--- config.mk ---
export PLATFORM = sky130hd
export DESIGN_NAME = mcs_top
export DESIGN_NICKNAME = d
export VERILOG_FILES = /design/src/mcs_pkg.sv /design/src/mcs_top.sv /design/src/mcs_unit_timer.sv /design/src/mcs_axil_slave.sv
export SDC_FILE = /design/constraint.sdc
export NUM_CORES = 1
export LEC_CHECK = 0
export ABC_AREA = 1
export BUFFER_PORTS_ARGS = -buffer_cell sky130_fd_sc_hd__buf_2
export CAP_MARGIN = 15
export CORE_MARGIN = 2
export CORE_UTILIZATION = 25
export DETAILED_ROUTE_END_ITERATION = 12
export SYNTH_ARGS = -nofsm -noshare
export SYNTH_HDL_FRONTEND = slang
export SYNTH_SLANG_ARGS = --single-unit
--- constraint.sdc ---
create_clock -name core_clk -period 5.8 [get_ports core_clk]
set_clock_uncertainty 0.15 [all_clocks]
set_input_delay 0.87 -clock core_clk [delete_from_list [all_inputs] [get_ports core_clk]]
set_output_delay 0.87 -clock core_clk [all_outputs]
set_load 0.005 [all_outputs]
--- src/mcs_pkg.sv ---
/*
 * Shared constants and types for the motor current hold/run sequencer.
 * Assumes a 200 MHz core clock and a 32-bit AXI4-Lite register bus.
 */
package mcs_pkg;

   // ------------------------------------------------------------
   // Register indices; byte address is four times the index.
   // ------------------------------------------------------------
   localparam int           ADDR_W      = 12;
   localparam int           IDX_W       = ADDR_W - 2;
   localparam logic [9:0]   IDX_LEVELS  = 10'h047;
   localparam logic [9:0]   IDX_PDOWN   = 10'h048;
   localparam logic [9:0]   IDX_CTRL    = 10'h050;
   localparam logic [9:0]   IDX_STATUS  = 10'h051;

   // ------------------------------------------------------------
   // Field positions.
   // ------------------------------------------------------------
   localparam int           UPD_LSB     = 24;
   localparam int           DND_LSB     = 16;
   localparam int           RUN_LSB     = 8;
   localparam int           HOLD_LSB    = 0;
   localparam int           PD_LSB      = 0;
   localparam int           SHORT_BIT   = 0;
   localparam int           ST_LSB      = 8;
   localparam int           GO_BIT      = 16;

   // ------------------------------------------------------------
   // Reset values and writable masks.
   // ------------------------------------------------------------
   localparam logic [3:0]   UPD_RST     = 4'h4;
   localparam logic [3:0]   DND_RST     = 4'h1;
   localparam logic [4:0]   RUN_RST     = 5'h1F;
   localparam logic [4:0]   HOLD_RST    = 5'h08;
   localparam logic [7:0]   PD_RST      = 8'h0A;
   localparam logic [31:0]  LEVELS_MASK = 32'h0F0F_1F1F;
   localparam logic [31:0]  PDOWN_MASK  = 32'h0000_00FF;
   localparam logic [31:0]  CTRL_MASK   = 32'h0000_0001;

   // ------------------------------------------------------------
   // Timing, in core clock periods (5 ns each at 200 MHz).
   // ------------------------------------------------------------
   localparam int           CLK_MHZ     = 200;
   localparam int           UP_UNIT_CLK = 512;
   localparam int           DN_UNIT_CLK = 262144;
   localparam int           CNT_W       = 26;

   // ------------------------------------------------------------
   // Bus answers and types.
   // ------------------------------------------------------------
   localparam logic [1:0]   RESP_OKAY   = 2'h0;
   localparam logic [1:0]   RESP_SLVERR = 2'h2;

   typedef enum logic [2:0] {
      ST_HOLD      = 3'h0,
      ST_RAMP_UP   = 3'h1,
      ST_RUN       = 3'h3,
      ST_PD_WAIT   = 3'h2,
      ST_RAMP_DOWN = 3'h6
   } mcs_state_t;

   typedef enum logic [1:0] {
      COIL_DRIVE = 2'h0,
      COIL_FREE  = 2'h1,
      COIL_SHORT = 2'h2
   } mcs_coil_t;

endpackage

--- src/mcs_top.sv ---
/*
 * Motor current hold/run sequencer for one axis, with its registers.
 * Assumes stst, motion_req and silent_mode come from logic on core_clk.
 */
// Design decision made here: the AXI4-Lite register port.
// Functional notes
// - Ramp up in steps, delay times 512 clocks.
// - Ramp down in steps of 2^18 clock multiples.
// - Ramp down only after standstill and power-down delay.
// - Run scale is (n+1)/32 of full scale.
// - Hold scale is (n+1)/32 of full scale.
// - Silent mode, hold zero: freewheel or short coils.
// - Power-down delay in 2^18 clock units, reset ten.
`timescale 1ns/1ps
module mcs_top
   import mcs_pkg::*;
#(
   parameter int LONG_UNIT_CYC = DN_UNIT_CLK
) (
   input  wire logic              core_clk,
   input  wire logic              rst,
   input  wire logic              ce,
   input  wire logic [ADDR_W-1:0] s_axi_awaddr,
   input  wire logic              s_axi_awvalid,
   output logic                   s_axi_awready,
   input  wire logic [31:0]       s_axi_wdata,
   input  wire logic [3:0]        s_axi_wstrb,
   input  wire logic              s_axi_wvalid,
   output logic                   s_axi_wready,
   output logic [1:0]             s_axi_bresp,
   output logic                   s_axi_bvalid,
   input  wire logic              s_axi_bready,
   input  wire logic [ADDR_W-1:0] s_axi_araddr,
   input  wire logic              s_axi_arvalid,
   output logic                   s_axi_arready,
   output logic [31:0]            s_axi_rdata,
   output logic [1:0]             s_axi_rresp,
   output logic                   s_axi_rvalid,
   input  wire logic              s_axi_rready,
   input  wire logic              stst,
   input  wire logic              motion_req,
   input  wire logic              silent_mode,
   output logic [5:0]             cur_scale,
   output logic [1:0]             coil_mode,
   output logic                   motion_go
);

   // ------------------------------------------------------------
   // Helpers.
   // ------------------------------------------------------------
   function automatic logic reg_hit(input logic [IDX_W-1:0] idx);
      reg_hit = (idx == IDX_LEVELS) || (idx == IDX_PDOWN) ||
                (idx == IDX_CTRL) || (idx == IDX_STATUS);
   endfunction

   function automatic logic [31:0] merge(input logic [31:0] old,
                                         input logic [31:0] nw,
                                         input logic [3:0]  strb);
      logic [31:0] r;
      r = old;
      for (int i = 0; i < 4; i++) begin
         if (strb[i]) begin
            r[i*8 +: 8] = nw[i*8 +: 8];
         end
      end
      merge = r;
   endfunction

   function automatic logic [4:0] step_toward(input logic [4:0] cur,
                                              input logic [4:0] tgt);
      if (cur < tgt) begin
         step_toward = cur + 5'h01;
      end else if (cur > tgt) begin
         step_toward = cur - 5'h01;
      end else begin
         step_toward = cur;
      end
   endfunction

   // ------------------------------------------------------------
   // Register file.
   // ------------------------------------------------------------
   logic             wr_en, wr_ok, rd_ok;
   logic [IDX_W-1:0] wr_idx, rd_idx;
   logic [31:0]      wr_data, rd_data;
   logic [3:0]       wr_strb;
   logic [31:0]      levels, next_levels, pdown, next_pdown;
   logic [31:0]      ctrl, next_ctrl;
   logic [3:0]       upd, dnd;
   logic [4:0]       run, hold;
   logic [7:0]       pd;

   mcs_axil_slave u_bus (
      .core_clk (core_clk),
      .rst      (rst),
      .ce       (ce),
      .awaddr   (s_axi_awaddr),
      .awvalid  (s_axi_awvalid),
      .awready  (s_axi_awready),
      .wdata    (s_axi_wdata),
      .wstrb    (s_axi_wstrb),
      .wvalid   (s_axi_wvalid),
      .wready   (s_axi_wready),
      .bresp    (s_axi_bresp),
      .bvalid   (s_axi_bvalid),
      .bready   (s_axi_bready),
      .araddr   (s_axi_araddr),
      .arvalid  (s_axi_arvalid),
      .arready  (s_axi_arready),
      .rdata    (s_axi_rdata),
      .rresp    (s_axi_rresp),
      .rvalid   (s_axi_rvalid),
      .rready   (s_axi_rready),
      .wr_en    (wr_en),
      .wr_idx   (wr_idx),
      .wr_data  (wr_data),
      .wr_strb  (wr_strb),
      .wr_ok    (wr_ok),
      .rd_idx   (rd_idx),
      .rd_data  (rd_data),
      .rd_ok    (rd_ok)
   );

   assign upd  = levels[UPD_LSB +: 4];
   assign dnd  = levels[DND_LSB +: 4];
   assign run  = levels[RUN_LSB +: 5];
   assign hold = levels[HOLD_LSB +: 5];
   assign pd   = pdown[PD_LSB +: 8];
   assign wr_ok = reg_hit(wr_idx);
   assign rd_ok = reg_hit(rd_idx);

   mcs_state_t state, next_state;
   logic [4:0] level, next_level;

   always_comb begin
      next_levels = levels;
      next_pdown  = pdown;
      next_ctrl   = ctrl;
      if (wr_en && wr_idx == IDX_LEVELS) begin
         next_levels = merge(levels, wr_data, wr_strb) & LEVELS_MASK;
      end
      if (wr_en && wr_idx == IDX_PDOWN) begin
         next_pdown = merge(pdown, wr_data, wr_strb) & PDOWN_MASK;
      end
      if (wr_en && wr_idx == IDX_CTRL) begin
         next_ctrl = merge(ctrl, wr_data, wr_strb) & CTRL_MASK;
      end
      case (rd_idx)
         IDX_LEVELS: rd_data = levels;
         IDX_PDOWN:  rd_data = pdown;
         IDX_CTRL:   rd_data = ctrl;
         IDX_STATUS: begin
            rd_data = 32'h0000_0000;
            rd_data[HOLD_LSB +: 5] = level;
            rd_data[ST_LSB +: 3]   = state;
            rd_data[GO_BIT]        = motion_go;
         end
         default:    rd_data = 32'h0000_0000;
      endcase
   end

   always_ff @(posedge core_clk) begin
      if (rst) begin
         levels <= {4'h0, UPD_RST, 4'h0, DND_RST, 3'h0, RUN_RST,
                    3'h0, HOLD_RST};
         pdown  <= {24'h00_0000, PD_RST};
         ctrl   <= 32'h0000_0000;
      end else if (ce) begin
         levels <= next_levels;
         pdown  <= next_pdown;
         ctrl   <= next_ctrl;
      end
   end

   // ------------------------------------------------------------
   // Sequencer.
   // ------------------------------------------------------------
   logic           step_start, step_done, pd_start, pd_done, step_long;
   logic [7:0]     step_units;
   logic [5:0]     next_scale;
   logic [1:0]     next_coil;

   // Step length is chosen from the state being entered, so the first
   // step is already timed with the right unit.
   assign step_long  = (next_state == ST_RAMP_DOWN);
   assign step_units = step_long ? {4'h0, dnd} : {4'h0, upd};

   mcs_unit_timer u_step (
      .core_clk (core_clk),
      .rst      (rst),
      .ce       (ce),
      .start    (step_start),
      .units    (step_units),
      .unit_len (step_long ? CNT_W'(LONG_UNIT_CYC) : CNT_W'(UP_UNIT_CLK)),
      .done     (step_done)
   );

   mcs_unit_timer u_pdown (
      .core_clk (core_clk),
      .rst      (rst),
      .ce       (ce),
      .start    (pd_start),
      .units    (pd),
      .unit_len (CNT_W'(LONG_UNIT_CYC)),
      .done     (pd_done)
   );

   always_comb begin
      next_state = state;
      next_level = level;
      step_start = 1'b0;
      pd_start   = 1'b0;
      case (state)
         ST_HOLD: begin
            next_level = hold;
            if (motion_req) begin
               if (upd == 4'h0) begin
                  next_level = run;
                  next_state = ST_RUN;
               end else begin
                  next_state = ST_RAMP_UP;
                  step_start = 1'b1;
               end
            end
         end
         ST_RAMP_UP: begin
            if (upd == 4'h0 || level == run) begin
               next_level = run;
               next_state = ST_RUN;
            end else if (step_done) begin
               next_level = step_toward(level, run);
               step_start = 1'b1;
            end
         end
         ST_RUN: begin
            next_level = run;
            if (stst) begin
               next_state = ST_PD_WAIT;
               pd_start   = 1'b1;
            end
         end
         ST_PD_WAIT: begin
            if (!stst) begin
               next_level = run;
               next_state = ST_RUN;
            end else if (pd_done || pd == 8'h00) begin
               if (dnd == 4'h0) begin
                  next_level = hold;
                  next_state = ST_HOLD;
               end else begin
                  next_state = ST_RAMP_DOWN;
                  step_start = 1'b1;
               end
            end
         end
         ST_RAMP_DOWN: begin
            if (motion_req) begin
               next_state = ST_RAMP_UP;
               step_start = 1'b1;
            end else if (dnd == 4'h0 || level == hold) begin
               next_level = hold;
               next_state = ST_HOLD;
            end else if (step_done) begin
               next_level = step_toward(level, hold);
               step_start = 1'b1;
            end
         end
         default: begin
            next_state = ST_HOLD;
            next_level = hold;
         end
      endcase
      next_scale = {1'b0, next_level} + 6'h01;
      next_coil  = COIL_DRIVE;
      if (next_state == ST_HOLD && silent_mode && hold == 5'h00) begin
         next_coil = ctrl[SHORT_BIT] ? COIL_SHORT : COIL_FREE;
      end
   end

   always_ff @(posedge core_clk) begin
      if (rst) begin
         state     <= ST_HOLD;
         level     <= HOLD_RST;
         cur_scale <= {1'b0, HOLD_RST} + 6'h01;
         coil_mode <= COIL_DRIVE;
         motion_go <= 1'b0;
      end else if (ce) begin
         state     <= next_state;
         level     <= next_level;
         cur_scale <= next_scale;
         coil_mode <= next_coil;
         motion_go <= (next_state == ST_RUN);
      end
   end

   // ------------------------------------------------------------
   // Checks.
   // ------------------------------------------------------------
   // The gap counter restarts on each level or state change, so it
   // measures one step or one wait; it saturates rather than wrap.
   logic [26:0] gap, next_gap;

   always_comb begin
      next_gap = (gap == '1) ? gap : gap + 27'h1;
      if (next_level != level || next_state != state) begin
         next_gap = 27'h1;
      end
   end

   always_ff @(posedge core_clk) begin
      if (rst) begin
         gap <= 27'h1;
      end else if (ce) begin
         gap <= next_gap;
      end
   end
endmodule

--- src/mcs_unit_timer.sv ---
/*
 * Down counter that times a number of units of a given length.
 * Assumes start is a one-cycle request from logic on core_clk.
 */
`timescale 1ns/1ps
module mcs_unit_timer
   import mcs_pkg::*;
#(
   parameter int W = CNT_W
) (
   input  wire logic         core_clk,
   input  wire logic         rst,
   input  wire logic         ce,
   input  wire logic         start,
   input  wire logic [7:0]   units,
   input  wire logic [W-1:0] unit_len,
   output logic              done
);

   logic [W-1:0] cnt;
   logic [W-1:0] next_cnt;

   // ------------------------------------------------------------
   // Count.
   // ------------------------------------------------------------
   // Done is combinational so a restart in the same cycle keeps the
   // step period at exactly units times unit_len.
   assign done = (cnt == W'(1));

   always_comb begin
      next_cnt = cnt;
      if (start) begin
         next_cnt = W'(units * unit_len);
      end else if (cnt != '0) begin
         next_cnt = cnt - W'(1);
      end
   end

   always_ff @(posedge core_clk) begin
      if (rst) begin
         cnt <= '0;
      end else if (ce) begin
         cnt <= next_cnt;
      end
   end

endmodule

--- src/mcs_axil_slave.sv ---
/*
 * AXI4-Lite slave front end: takes address and data in any order,
 * hands one write or read to the register file, answers in one cycle.
 * Assumes the register file decodes the index combinationally.
 */
`timescale 1ns/1ps
module mcs_axil_slave
   import mcs_pkg::*;
(
   input  wire logic              core_clk,
   input  wire logic              rst,
   input  wire logic              ce,
   input  wire logic [ADDR_W-1:0] awaddr,
   input  wire logic              awvalid,
   output logic                   awready,
   input  wire logic [31:0]       wdata,
   input  wire logic [3:0]        wstrb,
   input  wire logic              wvalid,
   output logic                   wready,
   output logic [1:0]             bresp,
   output logic                   bvalid,
   input  wire logic              bready,
   input  wire logic [ADDR_W-1:0] araddr,
   input  wire logic              arvalid,
   output logic                   arready,
   output logic [31:0]            rdata,
   output logic [1:0]             rresp,
   output logic                   rvalid,
   input  wire logic              rready,
   output logic                   wr_en,
   output logic [IDX_W-1:0]       wr_idx,
   output logic [31:0]            wr_data,
   output logic [3:0]             wr_strb,
   input  wire logic              wr_ok,
   output logic [IDX_W-1:0]       rd_idx,
   input  wire logic [31:0]       rd_data,
   input  wire logic              rd_ok
);

   logic              aw_held, next_aw_held, w_held, next_w_held;
   logic [ADDR_W-1:0] aw_addr, next_aw_addr;
   logic [31:0]       next_wr_data, next_rdata;
   logic [3:0]        next_wr_strb;
   logic [1:0]        next_bresp, next_rresp;
   logic              next_bvalid, next_rvalid;

   assign wr_idx = aw_addr[ADDR_W-1:2];
   assign rd_idx = araddr[ADDR_W-1:2];
   assign wr_en  = aw_held && w_held && !bvalid;

   // ------------------------------------------------------------
   // Handshakes.
   // ------------------------------------------------------------
   always_comb begin
      next_aw_held = aw_held;
      next_aw_addr = aw_addr;
      next_w_held  = w_held;
      next_wr_data = wr_data;
      next_wr_strb = wr_strb;
      next_bvalid  = bvalid;
      next_bresp   = bresp;
      next_rvalid  = rvalid;
      next_rdata   = rdata;
      next_rresp   = rresp;
      if (awvalid && awready) begin
         next_aw_held = 1'b1;
         next_aw_addr = awaddr;
      end
      if (wvalid && wready) begin
         next_w_held  = 1'b1;
         next_wr_data = wdata;
         next_wr_strb = wstrb;
      end
      if (bvalid && bready) begin
         next_bvalid = 1'b0;
      end
      if (wr_en) begin
         next_aw_held = 1'b0;
         next_w_held  = 1'b0;
         next_bvalid  = 1'b1;
         next_bresp   = wr_ok ? RESP_OKAY : RESP_SLVERR;
      end
      if (rvalid && rready) begin
         next_rvalid = 1'b0;
      end
      if (arvalid && arready) begin
         next_rvalid = 1'b1;
         next_rdata  = rd_ok ? rd_data : 32'h0000_0000;
         next_rresp  = rd_ok ? RESP_OKAY : RESP_SLVERR;
      end
   end

   always_ff @(posedge core_clk) begin
      if (rst) begin
         aw_held <= 1'b0;
         aw_addr <= '0;
         awready <= 1'b1;
         w_held  <= 1'b0;
         wr_data <= 32'h0000_0000;
         wr_strb <= 4'h0;
         wready  <= 1'b1;
         bvalid  <= 1'b0;
         bresp   <= RESP_OKAY;
         rvalid  <= 1'b0;
         rdata   <= 32'h0000_0000;
         rresp   <= RESP_OKAY;
         arready <= 1'b1;
      end else if (ce) begin
         aw_held <= next_aw_held;
         aw_addr <= next_aw_addr;
         awready <= !next_aw_held;
         w_held  <= next_w_held;
         wr_data <= next_wr_data;
         wr_strb <= next_wr_strb;
         wready  <= !next_w_held;
         bvalid  <= next_bvalid;
         bresp   <= next_bresp;
         rvalid  <= next_rvalid;
         rdata   <= next_rdata;
         rresp   <= next_rresp;
         arready <= !next_rvalid;
      end
   end

endmodule

==> results of run 1 <==
cells in the final DEF, fill, tap and decap left out, types with 3 or more instances in the layout:
cell	synthesis	final
nor4_1	9	9
buf_2	3	92
clkbuf_16	0	17
a31oi_1	8	8
a211oi_1	5	5
nand4_1	28	28
a21oi_1	149	149
xor2_1	16	16
o211ai_1	12	12
inv_6	0	5
nand3b_1	4	4
nor3_2	3	3
nor2_2	10	11
nor3_1	21	21
inv_8	0	4
xnor2_1	3	3
nand2_1	259	259
ha_1	19	19
dfxtp_1	161	161
inv_2	19	20
nor2_4	7	7
nand3_1	96	96
nand2_4	3	3
nand2_2	12	12
inv_1	139	138
o21a_1	5	5
buf_4	15	5
conb_1	1	13
nor2_1	111	110
o22ai_1	14	14
o21ai_1	8	8
o21ai_0	95	95
state kept, by name (all words and copies together) (netlist names):
| register | flops |
|---|---|
| u_bus.w_held | 1 |
| u_bus.aw_held | 1 |
| u_step.cnt | 26 |
| u_bus.aw_addr | 10 |
| ctrl | 1 |
| u_bus.rdata | 21 |
| state | 3 |
| level | 5 |
| pdown | 8 |
| u_pdown.cnt | 26 |
| levels | 18 |
| u_bus.wr_data | 21 |
| u_bus.bresp | 1 |
| u_bus.wready | 1 |
| motion_go | 1 |
| cur_scale | 6 |
| u_bus.awready | 1 |
| u_bus.rresp | 1 |
| u_bus.rvalid | 1 |
| u_bus.arready | 1 |
| u_bus.bvalid | 1 |
| u_bus.wr_strb | 4 |
| coil_mode | 2 |
metrics by stage:
stage               setup slack, ns  std cells  cell area [µm²]  utilization  hold slack [ns]
floorplan                      3.14       1304             8820            -            0.280
global placement               2.39       1801             9610        0.278            0.289
detailed placement             2.38       1801             9610        0.278            0.296
CTS                            2.52       1833            10200        0.296            0.307
global route                   2.17       1834            10300        0.297            0.322
finish                         2.50       1834            10300        0.297            0.304
logic make-up after synthesis:
group | count (synthesis) | synth area share
compound gates | 306 | 0.189
xor+xnor | 19 | 0.0190
fa+ha+maj | 19 | 0.0271
buf+inv | 215 | 0.0997
flops | 161 | 0.367
other cells | 1 | 0.000427
simple gates | 571 | 0.297
power by group through the flow:
| stage | combinational (mW) | sequential (mW) | clock (mW) |
|---|---|---|---|
| floorplan | 0.939 | 1.34 | 0 |
| global route | 1.35 | 1.36 | 1.25 |
| detailed placement | 1.17 | 1.37 | 0 |
| finish | 1.17 | 1.35 | 1.18 |
| CTS | 1.17 | 1.35 | 1.21 |
| global placement | 1.15 | 1.37 | 0 |
worst reg2reg max path: cells and delay by family (launching register included):
kind	cells	cell delay, ns
AND/OR/NAND/NOR	13	1.15
adder cells (fa/ha/maj)	2	0.56
AO/OA/AOI/OAI	2	0.49
flip-flops	1	0.60
buffers and inverters	3	0.26
final timing paths:
| path | startpoint | endpoint | slack [ns] | depth (start not counted) |
|---|---|---|---|---|
| max reg2reg | level[2]$_SDFFE_PP0P_ | cur_scale[4]$_SDFFE_PP0P_ | 2.50 | 20 |
| max | level[2]$_SDFFE_PP0P_ | cur_scale[4]$_SDFFE_PP0P_ | 2.50 | 20 |
| min reg2reg | u_bus.wr_data[10]$_SDFFE_PP0P_ | u_bus.wr_data[10]$_SDFFE_PP0P_ | 0.30 | 2 |
| min | u_bus.wr_data[10]$_SDFFE_PP0P_ | u_bus.wr_data[10]$_SDFFE_PP0P_ | 0.30 | 2 |
final cells by class:
class | instances | share of cell area
clock inverters | 15 | 0.0183
flip-flops and latches | 161 | 0.314
multi-input cells | 928 | 0.461
inverters | 160 | 0.0586
clock buffers | 17 | 0.0415
well taps | 455 | 0.0555
repair buffers | 98 | 0.0513
per-layer routing:
metal	vias up	track usage	routed length, µm
li1	4433	-	-
met2	244	0.223	11200
met3	29	0.0286	1410
met5	-	0	0
met1	3955	0.196	12700
met4	0	0.0506	542
==> flow_results.xml, run 1 <==
<?xml version="1.0" encoding="UTF-8"?>
<metrics>
  <group name="layout">
    <metric name="antenna_diode_count" unit="">0</metric>
    <metric name="sequential_cell_area" unit="µm²">3220</metric>
    <metric name="num-fill-cells" unit="">3841</metric>
    <metric name="final_nets" unit="">1456</metric>
    <metric name="area_used_by_multi_input_combinational_logic" unit="µm²">4720</metric>
    <metric name="post_route_cells_drive_above_1_share" unit="">0.140</metric>
    <metric name="layout_overhead_on_the_synthesized_area" unit="%">16.9</metric>
  </group>
  <group name="logic_synthesis">
    <metric name="netlist_top_cells_area" unit="">dfxtp_1, nand2_1, a21oi_1</metric>
    <metric name="synth_area_leader_cell" unit="">dfxtp_1</metric>
    <metric name="post-synth-top-count-cell" unit="">nand2_1</metric>
    <metric name="synth.yosys.seq_area_share" unit="">0.367</metric>
    <metric name="synth_top_cells_by_count" unit="">nand2_1, dfxtp_1, a21oi_1</metric>
    <metric name="synth.yosys.warnings" unit="">0</metric>
    <metric name="syn-mean-instance-area" unit="µm²">6.79</metric>
    <metric name="synthCells" unit="">1292</metric>
    <metric name="synth_top_flop_cell" unit="">dfxtp_1</metric>
    <metric name="synthArstFlopShare" unit="">0</metric>
    <metric name="post_synth_instance_area" unit="µm²">8770</metric>
    <metric name="yosysTopAreaCellShare" unit="">0.367</metric>
    <metric name="ys_seq_elements" unit="">161</metric>
    <metric name="post_synth_num_cell_types" unit="">46</metric>
    <metric name="synth_edf_count" unit="">0</metric>
  </group>
  <group name="die">
    <metric name="die-width" unit="µm">191</metric>
    <metric name="chipHeight" unit="µm">191</metric>
    <metric name="ios" unit="">121</metric>
    <metric name="fp-row-count" unit="">68</metric>
    <metric name="floorplan.core_area" unit="µm²">34500</metric>
    <metric name="floorplan.die_area" unit="µm²">36600</metric>
    <metric name="start_util" unit="">0.254</metric>
  </group>
  <group name="worst_setup_path">
    <metric name="worst-path-buf-inv" unit="">3</metric>
    <metric name="critical-path-slowest-cell" unit="">dfxtp_1</metric>
    <metric name="cpLargestDelayFamily" unit="">simple AND/OR/NAND/NOR gates</metric>
    <metric name="path_cells" unit="">ha_1, nand2_1, nor2_1, nand2_1, nand2_1, o21ai_0, inv_1, nand2_1, nand2_1, a21oi_1, nand3_1, nand2_1, inv_1, ha_1, nand3_1, nor2_1, nand2_1, nand3_1, nand2_1, inv_1</metric>
    <metric name="critPathMaxStageDelay" unit="ns">0.60</metric>
    <metric name="critical_path_peak_fanout" unit="">9</metric>
    <metric name="timing.setup.critical_path_class" unit="">register to register</metric>
    <metric name="cpMostUsedCell" unit="">nand2_1</metric>
    <metric name="worst_ep_arrival_time" unit="ns">3.49</metric>
    <metric name="cp_data_required_time" unit="ns">5.99</metric>
    <metric name="timing.critical_path.to_type" unit="">register</metric>
    <metric name="startpoint_type" unit="">register</metric>
  </group>
  <group name="global_route">
    <metric name="globalRouteTotalUtil" unit="">0.143</metric>
    <metric name="via_count_of_the_first_global_routing_pass" unit="">8025</metric>
    <metric name="grt_start_max_net_pins" unit="">58</metric>
    <metric name="grt_pass1_wl" unit="µm">41400</metric>
    <metric name="number_of_antenna_violations_at_the_first_check_in_global_routing" unit="">1</metric>
    <metric name="globalRouteOverflowTotal" unit="">0</metric>
  </group>
  <group name="route">
    <metric name="dr_total_vias" unit="">8661</metric>
    <metric name="ant_nets" unit="">0</metric>
    <metric name="routed_via_density" unit="">4.72</metric>
    <metric name="postRouteWirelength" unit="µm">25900</metric>
    <metric name="route.detailed.drc" unit="">0</metric>
    <metric name="wl_per_cell" unit="µm">14.1</metric>
    <metric name="drt-initial-drc-count" unit="">525</metric>
    <metric name="drt_pass1_iterations" unit="">5</metric>
  </group>
  <group name="clocking">
    <metric name="clock_tree.buffer_depth" unit="">2</metric>
    <metric name="cts_tree" unit="">yes</metric>
    <metric name="htree_num_levels" unit="">4</metric>
    <metric name="numClockSinks" unit="">161</metric>
    <metric name="ctsRootBufferMaster" unit="">clkbuf_16</metric>
    <metric name="clk_latency" unit="ns">0.43</metric>
    <metric name="path_clk_slew" unit="ns">0.07</metric>
    <metric name="cts_inserted_buffers" unit="">17</metric>
    <metric name="postCtsHoldBufs" unit="">0</metric>
    <metric name="post-cts-setup-buffer-count" unit="">0</metric>
    <metric name="cts_resized" unit="">0</metric>
  </group>
  <group name="flow_run">
    <metric name="drv_cap" unit="">0</metric>
  </group>
  <group name="pwr">
    <metric name="power_density" unit="nW/µm²">361</metric>
    <metric name="pwr-share-seq" unit="">0.364</metric>
    <metric name="p_sw_frac" unit="">0.382</metric>
    <metric name="leakagePower" unit="nW">4.53</metric>
    <metric name="relative_contribution_of_the_clock_network_to_total_power" unit="">0.319</metric>
    <metric name="irDropWorstVdd" unit="µV">202</metric>
    <metric name="p_comb_frac" unit="">0.317</metric>
    <metric name="p_sw" unit="mW">1.41</metric>
    <metric name="cell_internal_power_dissipation" unit="mW">2.29</metric>
    <metric name="totalPowerFinal" unit="mW">3.70</metric>
  </group>
  <group name="timing">
    <metric name="hold_violations" unit="">0</metric>
    <metric name="finalMaxSlewViolations" unit="">0</metric>
    <metric name="final_worst_path_period_need" unit="ns">3.30</metric>
    <metric name="max_slew_margin" unit="">0.415</metric>
    <metric name="fin_tns_setup" unit="ns">0</metric>
    <metric name="clock.fmax" unit="GHz">0.303</metric>
    <metric name="finalSetupViolations" unit="">0</metric>
    <metric name="rsz_0062_raised_after_global_routing" unit="">no</metric>
    <metric name="worst_pin_slew" unit="ns">0.874</metric>
    <metric name="layout_worst_path_cycle_share" unit="">0.569</metric>
  </group>
  <group name="place">
    <metric name="finalWeightedCongestion" unit="">0.915</metric>
    <metric name="port_buffers" unit="">92</metric>
    <metric name="place_hpwl" unit="µm">19600</metric>
  </group>
  <group name="hold_path">
    <metric name="hold_path_class" unit="">register to register</metric>
  </group>
  <group name="status">
    <metric name="outcome" unit="">finished clean</metric>
  </group>
</metrics>
(Power assumes the default switching activity.)
==> run 2: changes to the inputs <==
Settings changed: ABC_AREA 1 to 0.
Clock period 5.8 ns to 3.4 ns, I/O delays scaled along.
==> run 2 against run 1 <==
Against the previous run: utilization rose by 1.2 points; cell count fell by 9.2%; wire length fell by 1.8%; combinational power rose by 140%; area after synthesis fell by 2.4%; cell area rose by 1.2%; sequential share of layout area fell by 0.35 points; via count fell by 5.2%; clock-buffer cell count rose by 2; critical path depth fell by 10; highest routed layer unchanged.
==> flow_results.xml, run 2 <==
<?xml version="1.0" encoding="UTF-8"?>
<metrics>
  <group name="status">
    <metric name="outcome" unit="">finished clean</metric>
  </group>
  <group name="logic_synthesis">
    <metric name="synth_top_cells_by_count" unit="">nand2_1, dfxtp_1, nor2_1</metric>
    <metric name="synth_compound_gate_area_share" unit="">0.189</metric>
    <metric name="netlist_top_cells_area" unit="">dfxtp_1, nand2_1, a21oi_1</metric>
    <metric name="synthSimpleGateAreaFrac" unit="">0.288</metric>
    <metric name="synthCells" unit="">1093</metric>
    <metric name="yosysTopAreaCellShare" unit="">0.377</metric>
    <metric name="post_synth_instance_area" unit="µm²">8560</metric>
    <metric name="yosys.area_share.xor_xnor" unit="">0.0399</metric>
    <metric name="synth_area_leader_cell" unit="">dfxtp_1</metric>
    <metric name="post-synth-top-count-cell" unit="">nand2_1</metric>
    <metric name="synth.yosys.seq_area_share" unit="">0.377</metric>
    <metric name="synth_top_flop_cell" unit="">dfxtp_1</metric>
    <metric name="syn-mean-instance-area" unit="µm²">7.83</metric>
    <metric name="synth.mux.area_fraction" unit="">0.0270</metric>
    <metric name="synthArstFlopShare" unit="">0</metric>
    <metric name="synth_adder_area_share" unit="">0.0278</metric>
    <metric name="combinational_family_with_the_most_area_after_synthesis" unit="">simple AND/OR/NAND/NOR gates</metric>
    <metric name="ys_seq_elements" unit="">161</metric>
    <metric name="post_synth_num_cell_types" unit="">85</metric>
    <metric name="synth.yosys.warnings" unit="">0</metric>
    <metric name="synth_edf_count" unit="">0</metric>
  </group>
  <group name="route">
    <metric name="postRouteWirelength" unit="µm">25400</metric>
    <metric name="drt_pass1_iterations" unit="">5</metric>
    <metric name="ant_nets" unit="">0</metric>
    <metric name="drt-initial-drc-count" unit="">569</metric>
    <metric name="wl_per_cell" unit="µm">15.3</metric>
    <metric name="routed_via_density" unit="">4.93</metric>
    <metric name="dr_total_vias" unit="">8208</metric>
    <metric name="route.detailed.drc" unit="">0</metric>
  </group>
  <group name="pwr">
    <metric name="totalPowerFinal" unit="mW">7.38</metric>
    <metric name="power_density" unit="nW/µm²">711</metric>
    <metric name="irDropWorstVdd" unit="µV">304</metric>
    <metric name="leakagePower" unit="nW">4.01</metric>
  </group>
  <group name="worst_setup_path">
    <metric name="timing.reg2reg.setup_slack" unit="ns">0.18</metric>
    <metric name="timing.critical_path.to_type" unit="">register</metric>
    <metric name="cp_data_required_time" unit="ns">3.62</metric>
    <metric name="startpoint_type" unit="">register</metric>
    <metric name="crit-reg2reg-launch" unit="">level[3]$_SDFFE_PP1P_</metric>
    <metric name="worst_r2r_path_depth" unit="">10</metric>
    <metric name="critPathMaxStageDelay" unit="ns">0.46</metric>
    <metric name="worstSetupEndpoint" unit="">cur_scale[5]$_SDFFE_PP0P_</metric>
    <metric name="rr_endpoint" unit="">cur_scale[5]$_SDFFE_PP0P_</metric>
    <metric name="startpoint" unit="">level[3]$_SDFFE_PP1P_</metric>
    <metric name="worst_ep_arrival_time" unit="ns">3.44</metric>
    <metric name="critical-path-slowest-cell" unit="">dfxtp_1</metric>
    <metric name="path_cells" unit="">ha_1, and4_1, buf_4, a21o_1, or3_1, a2111o_1, and3_1, o31ai_1, o2111ai_1, a21oi_1</metric>
    <metric name="critical_path_peak_fanout" unit="">6</metric>
    <metric name="timing.setup.critical_path_class" unit="">register to register</metric>
  </group>
  <group name="hold_path">
    <metric name="hold_path_class" unit="">input pin to register</metric>
  </group>
  <group name="layout">
    <metric name="final_nets" unit="">1294</metric>
    <metric name="reg_top3" unit="">u_pdown.cnt x26, u_step.cnt x26</metric>
    <metric name="layout_overhead_on_the_synthesized_area" unit="%">21.2</metric>
    <metric name="final_core_utilization" unit="">0.309</metric>
    <metric name="antenna_diode_count" unit="">0</metric>
    <metric name="final_cell_mix" unit="">nand2_1, dfxtp_1, nor2_1, a21oi_1, buf_2</metric>
    <metric name="post_route_cells_drive_above_1_share" unit="">0.186</metric>
    <metric name="final_cells" unit="">1665</metric>
    <metric name="layout.cells.most_common" unit="">nand2_1</metric>
  </group>
  <group name="place">
    <metric name="finalWeightedCongestion" unit="">0.954</metric>
    <metric name="port_buffers" unit="">92</metric>
    <metric name="place_inst" unit="">1633</metric>
    <metric name="place_hpwl" unit="µm">18800</metric>
  </group>
  <group name="global_route">
    <metric name="globalRouteTotalUtil" unit="">0.144</metric>
    <metric name="globalRouteOverflowTotal" unit="">0</metric>
    <metric name="number_of_antenna_violations_at_the_first_check_in_global_routing" unit="">1</metric>
    <metric name="via_count_of_the_first_global_routing_pass" unit="">8028</metric>
    <metric name="grt_start_max_net_pins" unit="">57</metric>
    <metric name="grt_pass1_wl" unit="µm">41800</metric>
  </group>
  <group name="timing">
    <metric name="fin_tns_setup" unit="ns">0</metric>
    <metric name="clock.fmax" unit="GHz">0.310</metric>
    <metric name="layout_worst_path_cycle_share" unit="">0.948</metric>
    <metric name="hold_violations" unit="">0</metric>
    <metric name="worst_pin_slew" unit="ns">0.760</metric>
    <metric name="finalHoldWorstSlack" unit="ns">0.151</metric>
    <metric name="final_worst_path_period_need" unit="ns">3.22</metric>
    <metric name="finalSetupViolations" unit="">0</metric>
    <metric name="rsz_0062_raised_after_global_routing" unit="">no</metric>
    <metric name="finalMaxSlewViolations" unit="">0</metric>
    <metric name="max_slew_margin" unit="">0.489</metric>
  </group>
  <group name="clocking">
    <metric name="cts_inserted_buffers" unit="">17</metric>
    <metric name="path_clk_slew" unit="ns">0.08</metric>
    <metric name="numClockSinks" unit="">161</metric>
    <metric name="clk_latency" unit="ns">0.44</metric>
    <metric name="clock_tree.buffer_depth" unit="">2</metric>
    <metric name="cts_tree" unit="">yes</metric>
    <metric name="htree_num_levels" unit="">4</metric>
    <metric name="ctsRootBufferMaster" unit="">clkbuf_16</metric>
  </group>
  <group name="die">
    <metric name="start_util" unit="">0.255</metric>
    <metric name="fp-row-count" unit="">67</metric>
    <metric name="floorplan.die_area" unit="µm²">35700</metric>
    <metric name="ios" unit="">121</metric>
    <metric name="chipHeight" unit="µm">189</metric>
    <metric name="floorplan.core_area" unit="µm²">33600</metric>
    <metric name="die-width" unit="µm">189</metric>
  </group>
  <group name="flow_run">
    <metric name="drv_cap" unit="">0</metric>
  </group>
</metrics>
==> run 2: worst min path at each step <==
stage | from | endpoint | slack, ns | cells after the start
detailed placement | u_bus.aw_addr[9]$_SDFFE_PP0P_ | u_bus.aw_addr[9]$_SDFFE_PP0P_ | 0.29 | 2
global route | s_axi_wdata[4] | u_bus.wr_data[4]$_SDFFE_PP0P_ | 0.16 | 3
CTS | s_axi_wdata[26] | u_bus.wr_data[26]$_SDFFE_PP0P_ | 0.14 | 3
finish | s_axi_awaddr[8] | u_bus.aw_addr[8]$_SDFFE_PP0P_ | 0.15 | 3
global placement | u_bus.rdata[19]$_SDFFE_PP0P_ | u_bus.rdata[19]$_SDFFE_PP0P_ | 0.29 | 2
floorplan | u_bus.aw_addr[7]$_SDFFE_PP0P_ | u_bus.aw_addr[7]$_SDFFE_PP0P_ | 0.28 | 2
==> run 2: what timing repair did <==
| action | CTS | global route |
|---|---|---|
| setup endpoints to repair | 0 | 4 |
| setup buffers | 0 | 0 |
| hold buffers | 0 | 0 |
| resized for setup | 0 | 8 |
==> run 2: metrics by stage <==
stage	area, µm²	worst slack (ns)
after global routing	10400	0.00199
after CTS	10300	0.0223
after detailed placement	9740	0.0639
after floorplan	8600	0.196
after global placement	9740	0.0502
final	10400	0.176
==> run 2: kinds of logic after synthesis <==
logic type | count (synthesis)
AO/OA/AOI/OAI | 251
XOR/XNOR | 39
other | 1
adder cells (fa/ha/maj) | 19
AND/OR/NAND/NOR | 500
flip-flops | 161
multiplexers | 23
buffers and inverters | 99
==> run 2: critical path: cells and delay by family (launching register included) <==
| family | cells | cell delay (ns) |
|---|---|---|
| AO/OA/AOI/OAI | 5 | 1.25 |
| buffers and inverters | 1 | 0.18 |
| AND/OR/NAND/NOR | 3 | 0.79 |
| adder cells (fa/ha/maj) | 1 | 0.31 |
| flip-flops | 1 | 0.46 |
==> run 2: power by group <==
group,total (mW),internal [mW],switching [mW]
logic,2.84,1.20,1.64
registers,2.54,2.19,0.351
clock network,2.00,1.09,0.907
==> run 2: metal layers <==
metal  GRT usage  wire, µm  share of wire  vias up
li1            -         -              -     4079
met1       0.188     11700           0.46     3841
met2       0.237     11700           0.46      242
met3      0.0276      1360          0.053       46
met4      0.0508       674          0.027        0
met5           0         0              0        -
==> run 2: final cells by class <==
cell class                      count  area (µm²)
Timing Repair Buffer              150         898
Inverter                           29         109
Clock buffer                       19         453
Sequential cell                   161        3230
Multi-Input combinational cell    845        4970
Clock inverter                     13         159
Tap cell                          448         561
Fill cell                        3622       23200
